===== src/mfe_defines.vh =====
`ifndef MFE_DEFINES_VH
`define MFE_DEFINES_VH
// Register offsets on the plain register port (word addresses).
`define MFE_ADDR_LO 4'h0
`define MFE_ADDR_HI 4'h1
`define MFE_ADDR_TTC 4'h2
`define MFE_ADDR_STAT 4'h3
// Bit positions within the low word of the feature enable register.
`define MFE_BIT_CLK_MOD 3
`define MFE_BIT_ERR_MUX 10
`define MFE_BIT_BTS_NA 11
`define MFE_BIT_PEBS_NA 12
`define MFE_BIT_FREQ_VOLT 13
`define MFE_BIT_DVFS 16
`define MFE_BIT_MON_WAIT 18
`define MFE_BIT_ADJ_DIS 19
// Writable bits of the low word covered here.
`define MFE_WMASK 32'h000d_2408
// Reset value of the low word: all covered controls clear.
`define MFE_RESET_LO 32'h0000_0000
// Reset value of the thermal target field.
`define MFE_RESET_TTC 16'h0000
// Line size and fill sizes in bytes.
`define MFE_LINE_BYTES 8'h40
`define MFE_PAIR_BYTES 8'h80
`endif


===== src/mfe_feature_enable.v =====
`include "mfe_defines.vh"
module mfe_feature_enable #(
    parameter TTC_W = 16
) (
    // Clock and reset.
    input wire core_clk,
    input wire sys_rst,
    // Register port.
    input wire [3:0] reg_addr,
    input wire [31:0] reg_wdata,
    input wire reg_wr,
    input wire reg_rd,
    output reg [31:0] reg_rdata,
    // Unit status inputs, all from outside this clock domain.
    input wire thermal_hot,
    input wire break_pending,
    input wire legacy_fp_error,
    input wire bts_unavail,
    input wire pebs_unavail,
    input wire [TTC_W-1:0] nominal_voltage_ratio,
    // Outputs to the rest of the core.
    output reg float_error_pin,
    output reg [TTC_W-1:0] voltage_ratio_out,
    output reg thermal_monitor_freq_volt_active,
    output reg thermal_monitor_clock_mod_active,
    output reg dvfs_enable,
    output reg monitor_wait_engine_enable,
    output reg [7:0] line_fill_bytes
);
    // Software visible low word and thermal target field.
    reg [31:0] enable_reg; // Stored controls of bits 31:0.
    reg [31:0] enable_next; // Value the low word takes at the next edge.
    reg [TTC_W-1:0] target_reg; // Last written thermal target.
    reg [TTC_W-1:0] target_next; // Value the target takes next.
    // Write strobes decoded per register.
    wire lo_wr_hit; // Write to the low control word.
    wire ttc_wr_hit; // Write to the thermal target register.
    // Thermal decisions, ahead of their output flip-flops.
    wire freq_volt_engage; // Second monitor wanted this cycle.
    wire clock_mod_engage; // First monitor wanted this cycle.
    // Synchronised views of the pin inputs.
    wire hot_s;
    wire brk_s;
    wire fperr_s;
    wire bts_s;
    wire pebs_s;
    wire [TTC_W-1:0] nom_s;

    // Single bit pins pass two flip-flops before use.
    // Die temperature at its threshold.
    mfe_sync2 u_sync_hot (
        .core_clk(core_clk),
        .sys_rst(sys_rst),
        .async_in(thermal_hot),
        .sync_out(hot_s)
    );
    // Break event pending inside the core.
    mfe_sync2 u_sync_brk (
        .core_clk(core_clk),
        .sys_rst(sys_rst),
        .async_in(break_pending),
        .sync_out(brk_s)
    );
    // Legacy floating-point error level.
    mfe_sync2 u_sync_fpe (
        .core_clk(core_clk),
        .sys_rst(sys_rst),
        .async_in(legacy_fp_error),
        .sync_out(fperr_s)
    );
    // Branch trace storage unavailable flag.
    mfe_sync2 u_sync_bts (
        .core_clk(core_clk),
        .sys_rst(sys_rst),
        .async_in(bts_unavail),
        .sync_out(bts_s)
    );
    // Event sampling unavailable flag.
    mfe_sync2 u_sync_pebs (
        .core_clk(core_clk),
        .sys_rst(sys_rst),
        .async_in(pebs_unavail),
        .sync_out(pebs_s)
    );

    // The nominal setting is quasi-static; one synchroniser per bit.
    // A change may show mixed bits for one cycle before it settles.
    genvar gi;
    generate
        for (gi = 0; gi < TTC_W; gi = gi + 1) begin : g_nom
            mfe_sync2 u_sync_nom (
                .core_clk(core_clk),
                .sys_rst(sys_rst),
                .async_in(nominal_voltage_ratio[gi]),
                .sync_out(nom_s[gi])
            );
        end
    endgenerate

    // Address decode of the write strobe; other addresses are ignored.
    assign lo_wr_hit = reg_wr && (reg_addr == `MFE_ADDR_LO);
    assign ttc_wr_hit = reg_wr && (reg_addr == `MFE_ADDR_TTC);

    // The second monitor has priority; the first acts only without it.
    assign freq_volt_engage = enable_reg[`MFE_BIT_FREQ_VOLT] & hot_s;
    assign clock_mod_engage = enable_reg[`MFE_BIT_CLK_MOD]
        & ~enable_reg[`MFE_BIT_FREQ_VOLT] & hot_s;

    // Next values: only writable bits and mapped addresses take data.
    always @* begin
        enable_next = enable_reg;
        target_next = target_reg;
        if (lo_wr_hit) begin
            // Read-only flags and reserved bits are never stored.
            enable_next = reg_wdata & `MFE_WMASK;
        end
        if (ttc_wr_hit) begin
            // The last written target is held for the second monitor.
            target_next = reg_wdata[TTC_W-1:0];
        end
    end

    // Register storage, cleared by reset.
    always @(posedge core_clk) begin
        if (sys_rst) begin
            enable_reg <= `MFE_RESET_LO;
            target_reg <= `MFE_RESET_TTC;
        end else begin
            // Every edge loads the next value; holding is in the next logic.
            enable_reg <= enable_next;
            target_reg <= target_next;
        end
    end

    // Read data stands one cycle after the read strobe, else zero.
    always @(posedge core_clk) begin
        if (sys_rst) begin
            reg_rdata <= 32'h0000_0000;
        end else if (reg_rd) begin
            case (reg_addr)
                `MFE_ADDR_LO: begin
                    // Flags reflect unit state; reserved read zero.
                    reg_rdata <= enable_reg
                        | ({31'h0000_0000, bts_s} << `MFE_BIT_BTS_NA)
                        | ({31'h0000_0000, pebs_s} << `MFE_BIT_PEBS_NA);
                end
                `MFE_ADDR_TTC: begin
                    reg_rdata <= {{(32-TTC_W){1'b0}}, target_reg};
                end
                `MFE_ADDR_STAT: begin
                    // Live state of the thermal machinery.
                    reg_rdata <= {29'h0000_0000, hot_s,
                        thermal_monitor_clock_mod_active,
                        thermal_monitor_freq_volt_active};
                end
                default: begin
                    // Upper word and unmapped addresses read zero.
                    reg_rdata <= 32'h0000_0000;
                end
            endcase
        end else begin
            reg_rdata <= 32'h0000_0000;
        end
    end

    // Feature outputs, each driven from a flip-flop.
    always @(posedge core_clk) begin
        if (sys_rst) begin
            // Reset leaves every feature off and the full pair fill.
            float_error_pin <= 1'b0;
            voltage_ratio_out <= {TTC_W{1'b0}};
            thermal_monitor_freq_volt_active <= 1'b0;
            thermal_monitor_clock_mod_active <= 1'b0;
            dvfs_enable <= 1'b0;
            monitor_wait_engine_enable <= 1'b0;
            line_fill_bytes <= `MFE_PAIR_BYTES;
        end else begin
            // Error pin source selected by the mux bit.
            if (enable_reg[`MFE_BIT_ERR_MUX]) begin
                // Break pending is shown on the pin.
                float_error_pin <= brk_s;
            end else begin
                // Compatible behaviour follows the legacy error level.
                float_error_pin <= fperr_s;
            end
            // Second monitor lowers ratio and voltage to the target.
            thermal_monitor_freq_volt_active <= freq_volt_engage;
            if (freq_volt_engage) begin
                voltage_ratio_out <= target_reg;
            end else begin
                // With bit 13 clear the nominal setting is kept.
                voltage_ratio_out <= nom_s;
            end
            // First monitor engages only without the second.
            thermal_monitor_clock_mod_active <= clock_mod_engage;
            // Scaling enable is a plain copy of bit 16.
            dvfs_enable <= enable_reg[`MFE_BIT_DVFS];
            // Monitor/wait engine enable is a plain copy of bit 18.
            monitor_wait_engine_enable <= enable_reg[`MFE_BIT_MON_WAIT];
            // Fill size follows the adjacent line prefetch disable bit.
            if (enable_reg[`MFE_BIT_ADJ_DIS]) begin
                // Only the line holding the needed data.
                line_fill_bytes <= `MFE_LINE_BYTES;
            end else begin
                // Both lines of the aligned pair.
                line_fill_bytes <= `MFE_PAIR_BYTES;
            end
        end
    end
endmodule // mfe_feature_enable


===== src/mfe_sync2.v =====
// Two flip-flop synchroniser for one level from outside the clock domain.
module mfe_sync2 (
    // Clock and reset.
    input wire core_clk,
    input wire sys_rst,
    // Asynchronous level in and synchronised level out.
    input wire async_in,
    output reg sync_out
);
    // First stage, read only by the second stage.
    reg meta_reg;

    // Two stages clear on reset, then follow the input.
    always @(posedge core_clk) begin
        if (sys_rst) begin
            meta_reg <= 1'b0;
            sync_out <= 1'b0;
        end else begin
            meta_reg <= async_in;
            sync_out <= meta_reg;
        end
    end
endmodule // mfe_sync2


===== config.mk =====
export PLATFORM = sky130hd
export DESIGN_NAME = mfe_feature_enable
export DESIGN_NICKNAME = d
export VERILOG_FILES = /design/src/mfe_feature_enable.v /design/src/mfe_sync2.v
export VERILOG_INCLUDE_DIRS = /design/src
export SDC_FILE = /design/constraint.sdc
export NUM_CORES = 1
export LEC_CHECK = 0
export BUFFER_PORTS_ARGS = -buffer_cell sky130_fd_sc_hd__buf_4
export CORE_MARGIN = 5
export CORE_UTILIZATION = 50
export DETAILED_ROUTE_END_ITERATION = 16
export GPL_ROUTABILITY_DRIVEN = 0
export GPL_TIMING_DRIVEN = 0
export PLACE_DENSITY = 0.76
export SLEW_MARGIN = 20
export SYNTH_ARGS = -nofsm -noshare
export SYNTH_HDL_FRONTEND = slang
export SYNTH_SLANG_ARGS = --single-unit
export TNS_END_PERCENT = 1

===== constraint.sdc =====
create_clock -name core_clk -period 3 [get_ports core_clk]
set_input_delay 0.6 -clock core_clk [delete_from_list [all_inputs] [get_ports core_clk]]
set_output_delay 0.6 -clock core_clk [all_outputs]
set_load 0.1 [all_outputs]

==> flow_summary.yaml <==
timing:
  fin_skew_ns: 0.00870
  period_share: 0.550
  slew_violations: 0
  finalHoldViolCount: 0
  finalHoldWorstSlack_ns: 0.441
  fin_setup_tns_ns: 0
  maxSlewHeadroom: 0.674
  setup_viol: 0
  max_freq_mhz: 607
  min_period_ns: 1.65
  tightest_slew_ns: 0.483
  rsz0062_at_grt: "no"
die:
  die_h_um: 95.0
  rows: 31
  dieArea_sq_mm: 0.00902
  io_pins: 122
  die_w_um: 95.0
  core-area_sq_mm: 0.00714
  start_util: 0.506
drt:
  firstDrtPassIters: 4
  post_drt_wl_per_cell_um: 12.1
  m1WireLength_mm: 3.01
  drt_iter0_drc: 71
  wl_met3_um: 449
  via_per_inst: 4.31
  drcViolationCount: 0
  met2_length_mm: 3.26
  vias: 2434
  ant_nets: 0
  top_layer_used: "met4"
  wl_mm: 6.85
setup_path:
  end_kind: "primary output"
  r2r-end: "voltage_ratio_out[14]$_SDFF_PP0_"
  critPathLaunchType: "flip-flop"
  crit_path_max_fanout: 2
  critPathLaunch: "thermal_monitor_freq_volt_active$_SDFF_PP0_"
  reg2reg_from: "enable_reg[13]$_SDFFE_PP0P_"
  worstSetupEndpoint: "thermal_monitor_freq_volt_active"
  crit_buf_inv: 1
  cp.arrival_ns: 1.05
  critical-path-top-delay-family: "flip-flops"
  ff2ff_setup_slack_ns: 1.66
  cp_slowest_cell: "dfxtp_1"
  crit_chain: "buf_4"
  cp_data_required_time_ns: 2.40
  reg2regPathDepth: 5
  max_stage_delay_ns: 0.38
  critPathKind: "reg -> out"
  worstSetupPathDepth: 1
logic_synthesis:
  synthXorXnorAreaFrac: 0
  synth.avg_cell_area_sq_um: 10.5
  synth_compound_area_frac: 0.0222
  syn_area_sq_mm: 0.00361
  synth_top_family_by_area: "simple AND/OR/NAND/NOR gates"
  ys_ff_latch: 106
  synth.yosys.seq_area_share: 0.587
  synthAdderAreaFrac: 0
  synth_simple_gate_area_frac: 0.235
  ys.warnings.count: 0
  synth_cell_types: 22
  syn_inst: 345
  synthMuxAreaShare: 0.0859
global_routing:
  grt_max_degree: 19
  antenna_found_initial: 0
  track_usage: 0.160
  grt_pass1_wl_mm: 11.1
  grt_pass1_vias: 2416
  grt-ovfl-total: 0
placed_design:
  hpwl_mm: 5.33
  placed_cells: 549
  port_buffers: 87
cells_and_area:
  final_layout_size_suffix_gt1_frac: 0.281
  nFillCells: 610
  diodes: 0
  largest_reg_flops: 19
  final_nets: 522
  layout-area-overhead-vs-synth_pct: 29.6
  layout_common_cells: "107 x buf_4, 106 x dfxtp_1, 43 x nand2b_1, 43 x nor2b_1, 34 x nand2_1"
  largest_register: "reg_rdata"
  instances_no_fill: 565
  final_common_cell: "buf_4"
cts:
  cts_root_buffer: "clkbuf_8"
  cts_made_buffers: 9
  clkSlewWorstSetupHoldPaths_ns: 0.10
  cts_tree: "yes"
  htree_levels: 3
  clock_latency_ns: 0.36
  clock_path_buffers: 2
  postCtsResizedCells: 0
  cts_sinks: 106
  hold_buffers: 0
  postCtsSetupRepairBufs: 0
power_and_ir_drop:
  power_density_mw_per_mm2: 582
  vdd_drop_max_mv: 0.301
  p_leak_nw: 2.04
status:
  status: "completed"
job:
  cap_viol_max_count: 0
hold_path:
  hold_class: "in -> reg"
## worst min path at each step
stage | startpoint | depth (start not counted) | endpoint
after floorplan | g_nom[0].u_sync_nom.meta_reg$_SDFF_PP0_ | 1 | g_nom[0].u_sync_nom.sync_out$_SDFF_PP0_
after global placement | g_nom[15].u_sync_nom.meta_reg$_SDFF_PP0_ | 1 | g_nom[15].u_sync_nom.sync_out$_SDFF_PP0_
after detailed placement | u_sync_brk.meta_reg$_SDFF_PP0_ | 1 | u_sync_brk.sync_out$_SDFF_PP0_
after CTS | nominal_voltage_ratio[13] | 2 | g_nom[13].u_sync_nom.meta_reg$_SDFF_PP0_
after global routing | nominal_voltage_ratio[13] | 2 | g_nom[13].u_sync_nom.meta_reg$_SDFF_PP0_
final | nominal_voltage_ratio[13] | 2 | g_nom[13].u_sync_nom.meta_reg$_SDFF_PP0_
## per-stage QoR
| stage | cell area, sq um | total power, mW | setup WS [ns] | util |
|---|---|---|---|---|
| 2_1_floorplan | 3680 | 1.73 | 1.48 | - |
| 3_3_place_gp | 4460 | 1.80 | 1.18 | 0.624 |
| 3_5_place_dp | 4460 | 1.80 | 1.14 | 0.624 |
| 4_1_cts | 4680 | 2.75 | 1.33 | 0.656 |
| 5_1_grt | 4680 | 2.83 | 1.32 | 0.656 |
| 6_report | 4680 | 2.72 | 1.35 | 0.656 |
## synth_stat cells, drive strengths merged
cell type	n	area share
nor2b	43	0.074
dfxtp	106	0.59
nor2	13	0.014
nand2b	44	0.078
mux2i	31	0.086
or3	1	0.0017
a21oi	16	0.022
buf	25	0.052
nor3	2	0.0059
nor4b	1	0.0024
nand3b	1	0.0021
nor4bb	1	0.0028
nand2	34	0.035
clkbuf	13	0.014
inv	3	0.0031
and3b	1	0.0028
conb	1	0.0010
and2	9	0.016
## cells by family (layout without fill, tap and decap cells)
kind of cell    Yosys count  after routing
compound gates           16             16
buf+inv                  41            144
flops                   106            106
mux                      31             31
other cells               1             19
simple gates            150            150
## final cells by class
cell class	count	area, sq um	share of cell area
Inverter	3	11.3	0.00241
Timing Repair Buffer	87	653	0.139
Tap cell	99	124	0.0265
Buffer	38	236	0.0505
Clock inverter	7	101	0.0216
Multi-Input combinational cell	216	1310	0.280
Sequential cell	106	2120	0.453
Clock buffer	9	124	0.0265
## metal layers
| layer | GRT usage | vias to the layer above |
|---|---|---|
| met3 | 0.0343 | 11 |
| met5 | 0 | - |
| met1 | 0.198 | 1063 |
| met4 | 0.0757 | 0 |
| met2 | 0.263 | 84 |
| li1 | - | 1276 |
## power by group
| part | total (mW) | internal, mW | switching, mW | leakage, nW |
|---|---|---|---|---|
| Sequential | 1.45 | 1.44 | 0.0110 | 0.865 |
| Clock | 0.952 | 0.477 | 0.476 | 0.106 |
| Combinational | 0.318 | 0.105 | 0.213 | 1.07 |
Power figures use the tool's default switching activity.
